File: src/core/rsic_pkg.sv
// constants shared by the status and interrupt control block
package rsic_pkg;
  // register access port
  localparam int ADDR_W = 5;
  localparam int DATA_W = 8;
  localparam logic [ADDR_W-1:0] ADDR_FLAGS     = 5'h0E;
  localparam logic [ADDR_W-1:0] ADDR_FLAGS_ALT = 5'h1E;
  localparam logic [ADDR_W-1:0] ADDR_CTRL      = 5'h0F;
  localparam logic [ADDR_W-1:0] ADDR_CTRL_ALT  = 5'h1F;

  // event_flags field positions
  localparam int FLG_UPDATE = 5;
  localparam int FLG_TIMER  = 4;
  localparam int FLG_ALARM  = 3;
  localparam int FLG_VLOW   = 1;
  localparam int FLG_VCOMP  = 0;

  // irq_and_comp_control field positions
  localparam int CTL_CSEL_HI = 7;
  localparam int CTL_CSEL_LO = 6;
  localparam int CTL_UIE     = 5;
  localparam int CTL_TIE     = 4;
  localparam int CTL_AIE     = 3;
  localparam int CTL_DIVRST  = 0;
  localparam logic [DATA_W-1:0] CTL_RESET = 8'h40;
  localparam logic [DATA_W-1:0] CTL_WMASK = 8'hF9;

  // compensation interval, counted in half-second ticks
  typedef enum logic [1:0] {
    RSIC_CSEL_0S5 = 2'b00,
    RSIC_CSEL_2S  = 2'b01,
    RSIC_CSEL_10S = 2'b10,
    RSIC_CSEL_30S = 2'b11
  } rsic_csel_t;
  localparam int HT_W = 7;
  localparam logic [HT_W-1:0] HT_0S5 = 7'h01;
  localparam logic [HT_W-1:0] HT_2S  = 7'h04;
  localparam logic [HT_W-1:0] HT_10S = 7'h14;
  localparam logic [HT_W-1:0] HT_30S = 7'h3C;

  // timing: times in their own unit, cycle counts derived
  localparam int CNT_W       = 26;
  localparam longint CLK_NS  = 20;
  localparam longint RTN_NS  = 7813000;   // least release delay
  localparam longint OSC_NS  = 100000000; // osc stop to flag, longest
  localparam longint SUP_NS  = 1000000;   // supply drop filter, 1 ms
  localparam longint HALF_NS = 500000000; // prescaler half second
  localparam longint RTN_CYC  = (RTN_NS + CLK_NS - 1) / CLK_NS;
  localparam longint OSC_CYC  = OSC_NS / CLK_NS;
  localparam longint SUP_CYC  = (SUP_NS + CLK_NS - 1) / CLK_NS;
  localparam longint HALF_CYC = HALF_NS / CLK_NS;
endpackage

File: src/core/rsic_top.sv
// status flags, interrupt merge and divider reset of the clock chip
`timescale 1ns/1ns
module rsic_top
  import rsic_pkg::*;
#(
  parameter logic [rsic_pkg::CNT_W-1:0] RTN_CYC_P =
    rsic_pkg::CNT_W'(rsic_pkg::RTN_CYC),
  parameter logic [rsic_pkg::CNT_W-1:0] OSC_CYC_P =
    rsic_pkg::CNT_W'(rsic_pkg::OSC_CYC),
  parameter logic [rsic_pkg::CNT_W-1:0] SUP_CYC_P =
    rsic_pkg::CNT_W'(rsic_pkg::SUP_CYC),
  parameter logic [rsic_pkg::CNT_W-1:0] HALF_CYC_P =
    rsic_pkg::CNT_W'(rsic_pkg::HALF_CYC)
) (
  input  wire logic                        i_mclk,
  input  wire logic                        i_rst_n,
  input  wire logic                        i_wr_en,
  input  wire logic                        i_rd_en,
  input  wire logic [rsic_pkg::ADDR_W-1:0] i_addr,
  input  wire logic [rsic_pkg::DATA_W-1:0] i_wdata,
  output logic      [rsic_pkg::DATA_W-1:0] o_rdata,
  input  wire logic                        i_bus_stop,
  input  wire logic                        i_bus_restart,
  input  wire logic                        i_update_evt,
  input  wire logic                        i_timer_evt,
  input  wire logic                        i_alarm_evt,
  input  wire logic                        i_below_clock_hold,
  input  wire logic                        i_below_comp_level,
  input  wire logic                        i_osc_stopped,
  output logic                             o_irq_n_out,
  output logic                             o_irq_n_oe,
  output logic                             o_chain_clr,
  output logic                             o_sec_tick,
  output logic                             o_comp_sample,
  output logic                             o_comp_halted
);
  logic       wr_flags;
  logic       wr_ctrl;
  logic       rd_flags;
  logic       rd_ctrl;
  logic       update_event_flag_q;
  logic       timer_event_flag_q;
  logic       alarm_event_flag_q;
  logic       voltage_low_flag_q;
  logic       comp_voltage_flag_q;
  logic [1:0] comp_interval_sel_q;
  logic       update_irq_enable_q;
  logic       timer_irq_enable_q;
  logic       alarm_irq_enable_q;
  logic       divrst_q;
  logic [CNT_W-1:0] sup_cnt_q;
  logic [CNT_W-1:0] osc_cnt_q;
  logic       sup_set;
  logic       osc_set;
  logic       chain_clr_d;
  logic       half_tick;
  logic [HT_W-1:0] ht_cnt_q;
  logic [HT_W-1:0] ht_target;
  logic       comp_instant;
  logic [1:0] auto_evt;
  logic [1:0] auto_en;
  logic [1:0] auto_hold_q;
  logic [DATA_W-1:0] flags_view;
  logic [DATA_W-1:0] ctrl_view;

  // address decode; both printed mirrors reach the same register
  assign wr_flags = i_wr_en & ((i_addr == ADDR_FLAGS) |
                               (i_addr == ADDR_FLAGS_ALT));
  assign wr_ctrl  = i_wr_en & ((i_addr == ADDR_CTRL) |
                               (i_addr == ADDR_CTRL_ALT));
  assign rd_flags = (i_addr == ADDR_FLAGS) | (i_addr == ADDR_FLAGS_ALT);
  assign rd_ctrl  = (i_addr == ADDR_CTRL) | (i_addr == ADDR_CTRL_ALT);

  // supply drop filter: 1 ms below threshold, detector never sleeps
  always_ff @(posedge i_mclk or negedge i_rst_n) begin
    if (!i_rst_n) begin
      sup_cnt_q <= '0;
    end else if (!i_below_clock_hold) begin
      sup_cnt_q <= '0;
    end else if (!sup_set) begin
      sup_cnt_q <= sup_cnt_q + CNT_W'(1);
    end
  end
  assign sup_set = i_below_clock_hold & (sup_cnt_q == SUP_CYC_P - CNT_W'(1));

  // oscillator stop watchdog
  always_ff @(posedge i_mclk or negedge i_rst_n) begin
    if (!i_rst_n) begin
      osc_cnt_q <= '0;
    end else if (!i_osc_stopped) begin
      osc_cnt_q <= '0;
    end else if (!osc_set) begin
      osc_cnt_q <= osc_cnt_q + CNT_W'(1);
    end
  end
  assign osc_set = i_osc_stopped & (osc_cnt_q == OSC_CYC_P - CNT_W'(1));

  // event flags: write zero clears, write one ignored, set beats clear
  always_ff @(posedge i_mclk or negedge i_rst_n) begin
    if (!i_rst_n) begin
      update_event_flag_q <= 1'b0;
      timer_event_flag_q  <= 1'b0;
      alarm_event_flag_q  <= 1'b0;
      voltage_low_flag_q  <= 1'b1;
      comp_voltage_flag_q <= 1'b1;
    end else begin
      if (i_update_evt) begin
        update_event_flag_q <= 1'b1;
      end else if (wr_flags && !i_wdata[FLG_UPDATE]) begin
        update_event_flag_q <= 1'b0;
      end
      if (i_timer_evt) begin
        timer_event_flag_q <= 1'b1;
      end else if (wr_flags && !i_wdata[FLG_TIMER]) begin
        timer_event_flag_q <= 1'b0;
      end
      if (i_alarm_evt) begin
        alarm_event_flag_q <= 1'b1;
      end else if (wr_flags && !i_wdata[FLG_ALARM]) begin
        alarm_event_flag_q <= 1'b0;
      end
      if (sup_set || osc_set) begin
        voltage_low_flag_q <= 1'b1;
      end else if (wr_flags && !i_wdata[FLG_VLOW]) begin
        voltage_low_flag_q <= 1'b0;
      end
      if (comp_instant && i_below_comp_level) begin
        comp_voltage_flag_q <= 1'b1;
      end else if (wr_flags && !i_wdata[FLG_VCOMP]) begin
        comp_voltage_flag_q <= 1'b0;
      end
    end
  end

  // control register; divider reset arms here and fires on STOP
  always_ff @(posedge i_mclk or negedge i_rst_n) begin
    if (!i_rst_n) begin
      comp_interval_sel_q <= CTL_RESET[CTL_CSEL_HI:CTL_CSEL_LO];
      update_irq_enable_q <= CTL_RESET[CTL_UIE];
      timer_irq_enable_q  <= CTL_RESET[CTL_TIE];
      alarm_irq_enable_q  <= CTL_RESET[CTL_AIE];
      divrst_q            <= CTL_RESET[CTL_DIVRST];
    end else begin
      if (wr_ctrl) begin
        comp_interval_sel_q <= i_wdata[CTL_CSEL_HI:CTL_CSEL_LO];
        update_irq_enable_q <= i_wdata[CTL_UIE];
        timer_irq_enable_q  <= i_wdata[CTL_TIE];
        alarm_irq_enable_q  <= i_wdata[CTL_AIE];
      end
      // restart leaves it armed, stop fires and clears
      if (wr_ctrl && i_wdata[CTL_DIVRST]) begin
        divrst_q <= 1'b1;
      end else if (i_bus_stop) begin
        divrst_q <= 1'b0;
      end
    end
  end
  assign chain_clr_d = divrst_q & i_bus_stop;

  // one-cycle clear pulse for the prescaler and dependent timers
  always_ff @(posedge i_mclk or negedge i_rst_n) begin
    if (!i_rst_n) begin
      o_chain_clr <= 1'b0;
    end else begin
      // restarts update, alarm and timer timing
      o_chain_clr <= chain_clr_d;
    end
  end

  // only the divided stages are cleared; i_mclk path untouched
  rsic_prescaler #(
    .HALF_CYC_P (HALF_CYC_P)
  ) u_prescaler (
    .i_mclk      (i_mclk),
    .i_rst_n     (i_rst_n),
    .i_chain_clr (o_chain_clr),
    .o_half_tick (half_tick),
    .o_sec_tick  (o_sec_tick)
  );

  always_comb begin
    unique case (rsic_csel_t'(comp_interval_sel_q))
      RSIC_CSEL_0S5: ht_target = HT_0S5;
      RSIC_CSEL_2S:  ht_target = HT_2S;
      RSIC_CSEL_10S: ht_target = HT_10S;
      RSIC_CSEL_30S: ht_target = HT_30S;
    endcase
  end

  // compensation timer in half seconds; a shortened select takes
  // effect at once rather than waiting out the old period
  always_ff @(posedge i_mclk or negedge i_rst_n) begin
    if (!i_rst_n) begin
      ht_cnt_q <= '0;
    end else if (o_chain_clr) begin
      ht_cnt_q <= '0;
    end else if (comp_instant) begin
      ht_cnt_q <= '0;
    end else if (half_tick) begin
      ht_cnt_q <= ht_cnt_q + HT_W'(1);
    end
  end
  assign comp_instant = (ht_cnt_q >= ht_target);

  // halted indication follows the comp flag
  always_ff @(posedge i_mclk or negedge i_rst_n) begin
    if (!i_rst_n) begin
      o_comp_sample <= 1'b0;
      o_comp_halted <= 1'b1;
    end else begin
      o_comp_sample <= comp_instant;
      o_comp_halted <= comp_voltage_flag_q;
    end
  end

  // auto-release sources: index 0 update, index 1 timer
  assign auto_evt = {i_timer_evt, i_update_evt};
  assign auto_en  = {timer_irq_enable_q, update_irq_enable_q};

  genvar gi;
  generate
    for (gi = 0; gi < 2; gi++) begin : g_auto
      logic [CNT_W-1:0] rtn_q;
      // hold low at least the release time unless the enable is cleared
      always_ff @(posedge i_mclk or negedge i_rst_n) begin
        if (!i_rst_n) begin
          auto_hold_q[gi] <= 1'b0;
          rtn_q           <= '0;
        end else if (auto_evt[gi] && auto_en[gi]) begin
          auto_hold_q[gi] <= 1'b1;
          rtn_q           <= '0;
        end else if (!auto_en[gi]) begin
          auto_hold_q[gi] <= 1'b0;
          rtn_q           <= '0;
        end else if (auto_hold_q[gi]) begin
          if (rtn_q == RTN_CYC_P - CNT_W'(1)) begin
            auto_hold_q[gi] <= 1'b0;
          end else begin
            rtn_q <= rtn_q + CNT_W'(1);
          end
        end
      end
    end
  endgenerate

  assign o_irq_n_oe  = (|(auto_hold_q & auto_en)) |
                       (alarm_irq_enable_q & alarm_event_flag_q);
  assign o_irq_n_out = 1'b0;

  assign flags_view = {2'b00, update_event_flag_q, timer_event_flag_q,
                       alarm_event_flag_q, 1'b0, voltage_low_flag_q,
                       comp_voltage_flag_q};
  assign ctrl_view  = {comp_interval_sel_q, update_irq_enable_q,
                       timer_irq_enable_q, alarm_irq_enable_q, 2'b00,
                       divrst_q} & CTL_WMASK;

  // read data registered; unmapped addresses read zero
  always_ff @(posedge i_mclk or negedge i_rst_n) begin
    if (!i_rst_n) begin
      o_rdata <= '0;
    end else if (i_rd_en) begin
      o_rdata <= rd_flags ? flags_view : (rd_ctrl ? ctrl_view : '0);
    end
  end
endmodule

File: src/core/rsic_prescaler.sv
// prescaler chain giving half-second and second ticks
`timescale 1ns/1ns
module rsic_prescaler
  import rsic_pkg::*;
#(
  parameter logic [rsic_pkg::CNT_W-1:0] HALF_CYC_P =
    rsic_pkg::CNT_W'(rsic_pkg::HALF_CYC)
) (
  input  wire logic i_mclk,
  input  wire logic i_rst_n,
  input  wire logic i_chain_clr,
  output logic      o_half_tick,
  output logic      o_sec_tick
);
  logic [CNT_W-1:0] cyc_q;
  logic             half_q;
  logic             wrap;

  assign wrap = (cyc_q == HALF_CYC_P - CNT_W'(1));

  // cycle divider; a clear restarts a full second from zero
  // full second after clear
  always_ff @(posedge i_mclk or negedge i_rst_n) begin
    if (!i_rst_n) begin
      cyc_q  <= '0;
      half_q <= 1'b0;
    end else if (i_chain_clr) begin
      cyc_q  <= '0;
      half_q <= 1'b0;
    end else if (wrap) begin
      cyc_q  <= '0;
      half_q <= ~half_q;
    end else begin
      cyc_q  <= cyc_q + CNT_W'(1);
    end
  end

  // tick outputs registered
  always_ff @(posedge i_mclk or negedge i_rst_n) begin
    if (!i_rst_n) begin
      o_half_tick <= 1'b0;
      o_sec_tick  <= 1'b0;
    end else begin
      o_half_tick <= wrap & ~i_chain_clr;
      o_sec_tick  <= wrap & half_q & ~i_chain_clr;
    end
  end
endmodule

File: config.mk
export PLATFORM = sky130hd
export DESIGN_NAME = rsic_top
export DESIGN_NICKNAME = d
export VERILOG_FILES = /design/src/core/rsic_pkg.sv /design/src/core/rsic_top.sv /design/src/core/rsic_prescaler.sv
export SDC_FILE = /design/constraint.sdc
export NUM_CORES = 1
export LEC_CHECK = 0
export ABC_AREA = 1
export BUFFER_PORTS_ARGS = -buffer_cell sky130_fd_sc_hd__buf_2
export CAP_MARGIN = 0
export CORE_MARGIN = 8
export CORE_UTILIZATION = 35
export CTS_CLUSTER_SIZE = 24
export DETAILED_ROUTE_END_ITERATION = 8
export PLACE_DENSITY = 0.6
export RECOVER_POWER = 100
export REMOVE_ABC_BUFFERS = 1
export SETUP_SLACK_MARGIN = 0.4
export SLEW_MARGIN = 20
export SYNTH_ARGS = -nofsm -noshare
export SYNTH_HDL_FRONTEND = slang
export SYNTH_SLANG_ARGS = --single-unit
File: constraint.sdc
create_clock -name i_mclk -period 2.88 [get_ports i_mclk]
set_input_delay 0.576 -clock i_mclk [delete_from_list [all_inputs] [get_ports i_mclk]]
set_output_delay 0.576 -clock i_mclk [all_outputs]
set_load 0.05 [all_outputs]
==> flow_summary.yaml <==
synthesis:
  syn_area_per_cell_um2: 6.93
  ys_seq_elements: 163
  synth.distinct_cells: 44
  syn_inst: 1410
  syn-cell-area_um2: 9780
  synth_edf_count: 0
  yosysWarnings: 0
  synthArstFlopShare_pct: 100
  ys.flop_type: "dfrtp_1"
  synth_seq_area_share_pct: 41.8
min_path:
  hold_path_class: "input port to flop"
clock_network:
  htreeDepth: 4
  clk_pin_slew_ns: 0.07
  ctsResizeCount: 0
  clock_latency_ns: 0.45
  numCtsBuffers: 17
  holdBufCountCts: 0
  post_cts_buffers: 0
  cts_root_buffer: "clkbuf_16"
  cts_tree: "built"
  clock_sinks: 163
  clock_path_buffers: 2
route:
  drt_iter0_drc: 617
  vias: 8936
  ant_nets: 0
  wl_per_cell_um: 13.5
  drt_pass1_iterations: 5
  drc: 0
  vias_per_cell: 4.87
  wl_mm: 24.7
placement:
  globalplace.congestion: 0.900
  io_buffers: 33
  dp_slack_ns: 0.602
  dp_hpwl_mm: 17.9
floorplanning:
  start_util_pct: 35.4
  die_area_um2: 33500
  rows: 61
  io_pins: 39
  design.core.area_um2: 27600
  die_height_um: 183
  die_width_um: 183
timing:
  hold_violations: 0
  relSlewSlack_pct: 6.47
  clock_skew_ns: 0.0146
  worstMarginPinSlew_ns: 1.40
  slew_violations: 0
  finalSetupViolations: 0
  setup_ws_ns: 0.500
  min_period_over_period_pct: 82.6
  rsz0062_at_grt: "false"
  min_period_ns: 2.38
  setup-tns-final_ns: 0
  max_freq_mhz: 420
power_and_ir_drop:
  power_density_nw_per_um2: 503
  irDropWorstVdd_mv: 0.409
  p_leak_nw: 4.78
  p_total_mw: 5.48
critical_path:
  r2r_setup_slack_ns: 0.58
  path_max_fanout: 18
  required_ns: 2.30
  arrival_ns: 1.80
  reg2regPathDepth: 10
  cp-end-kind: "output port"
  cp_num_cells: 3
  path_class: "flop to output port"
  cp_num_buf_inv: 1
  cp_top_family: "flip-flops"
  endpoint: "o_irq_n_oe"
  cp-start-kind: "flop"
  rr_startpoint: "g_auto[1].rtn_q[5]"
  cp_slowest_stage_delay_ns: 0.76
  crit_path_start: "timer_irq_enable_q"
  r2r_end: "g_auto[1].rtn_q[9]"
  path_cells: "nand2_1 -> o221ai_1 -> buf_2"
  slowest_stage: "dfrtp_1"
final_layout:
  num_antenna_cells: 0
  final_cell_mix: "nand2_1, nor2_1, dfrtp_1"
  final_common_cell: "nand2_1"
  drive_gt1_share_pct: 5.56
  regArea_um2: 4080
  n_fill_cell: 2979
  multiInputGateArea_um2: 4910
  synthToLayoutAreaGrowth_pct: 11.3
  final_nets: 1479
global_route:
  antenna_found_initial: 0
  grt_pass1_wl_mm: 42.8
  grt_pass1_vias: 8696
  gr-usage-all-layers_pct: 15.5
  grt-ovfl-total: 0
  grt_max_degree: 57
run_status:
  status: "finished, final reports clean"
flow_run:
  maxCapViolCount: 0
how the worst min path moves through the flow:
stage                        startpoint                 end  slack, ns  cells after the start
floorplan                       i_rst_n  alarm_event_flag_q       0.28                      0
global route                 i_bus_stop            divrst_q       0.35                      2
detailed placement  comp_voltage_flag_q       o_comp_halted       0.39                      0
finish                       i_bus_stop            divrst_q       0.36                      2
CTS                             i_rst_n       sup_cnt_q[21]       0.10                      1
global placement    comp_voltage_flag_q       o_comp_halted       0.39                      0
sequential cells by signal, summed over array words and instances (netlist names), 2 cells and up:
register             flops
g_auto.rtn_q            52
sup_cnt_q               26
o_rdata                  7
auto_hold_q              2
ht_cnt_q                 7
comp_interval_sel_q      2
u_prescaler.cyc_q       26
osc_cnt_q               26
cell usage after synthesis (3+ instances only):
library cell	n	area share (%)
a21oi_1	25	1.3
a31oi_1	10	0.64
buf_1	3	0.12
buf_2	10	0.51
clkbuf_1	12	0.46
clkinv_1	3	0.12
dfrtp_1	159	41
dfstp_2	4	1.1
ha_1	11	1.4
inv_1	151	5.8
inv_2	3	0.12
nand2_1	395	15
nand2_2	5	0.32
nand3_1	129	6.6
nand4_1	40	2.6
nor2_1	241	9.3
nor2_2	7	0.45
nor3_1	64	3.3
nor3b_1	4	0.31
nor4_1	3	0.19
o21ai_0	33	1.7
o21ai_1	15	0.77
o21ai_2	3	0.27
o21bai_1	10	0.77
or2_2	4	0.26
xnor2_1	8	0.72
xor2_1	30	2.7
cells by family after synthesis:
| kind of cell | count (synthesis) | synth area share (%) |
|---|---|---|
| simple gates | 901 | 39.3 |
| fa+ha+maj | 11 | 1.41 |
| other cells | 1 | 0.0384 |
| flops | 163 | 41.8 |
| mux | 1 | 0.115 |
| compound gates | 108 | 6.36 |
| xor+xnor | 38 | 3.40 |
| buf+inv | 187 | 7.59 |
layout make-up:
class | instances | share of cell area [%]
multi-input cells | 1061 | 45.1
flip-flops and latches | 163 | 37.5
inverters | 158 | 5.50
well taps | 378 | 4.35
clock buffers | 17 | 3.91
repair buffers | 42 | 1.93
clock inverters | 15 | 1.68
where the power goes:
group / internal [mW] / total (mW) / switching, mW
Combinational: 0.159 / 0.636 / 0.477
Clock: 1.18 / 2.33 / 1.15
Sequential: 2.39 / 2.51 / 0.119
Total: 3.73 / 5.48 / 1.74
per-stage QoR:
stage / hold slack, ns / cell area, µm² / util [%] / std cells
floorplan: 0.280 / 9640 / - / 1382
global placement: 0.389 / 10400 / 37.5 / 1802
detailed placement: 0.388 / 10400 / 37.5 / 1802
CTS: 0.105 / 11000 / 39.7 / 1834
global route: 0.352 / 10900 / 39.4 / 1834
finish: 0.362 / 10900 / 39.4 / 1834
metal layers:
layer  part of all wire [%]  GRT usage (%)
met1                     48           20.7
met2                     46           24.6
met3                    4.4           3.15
met4                    1.7           5.14
met5                      0              0
Power figures use the tool's default switching activity.
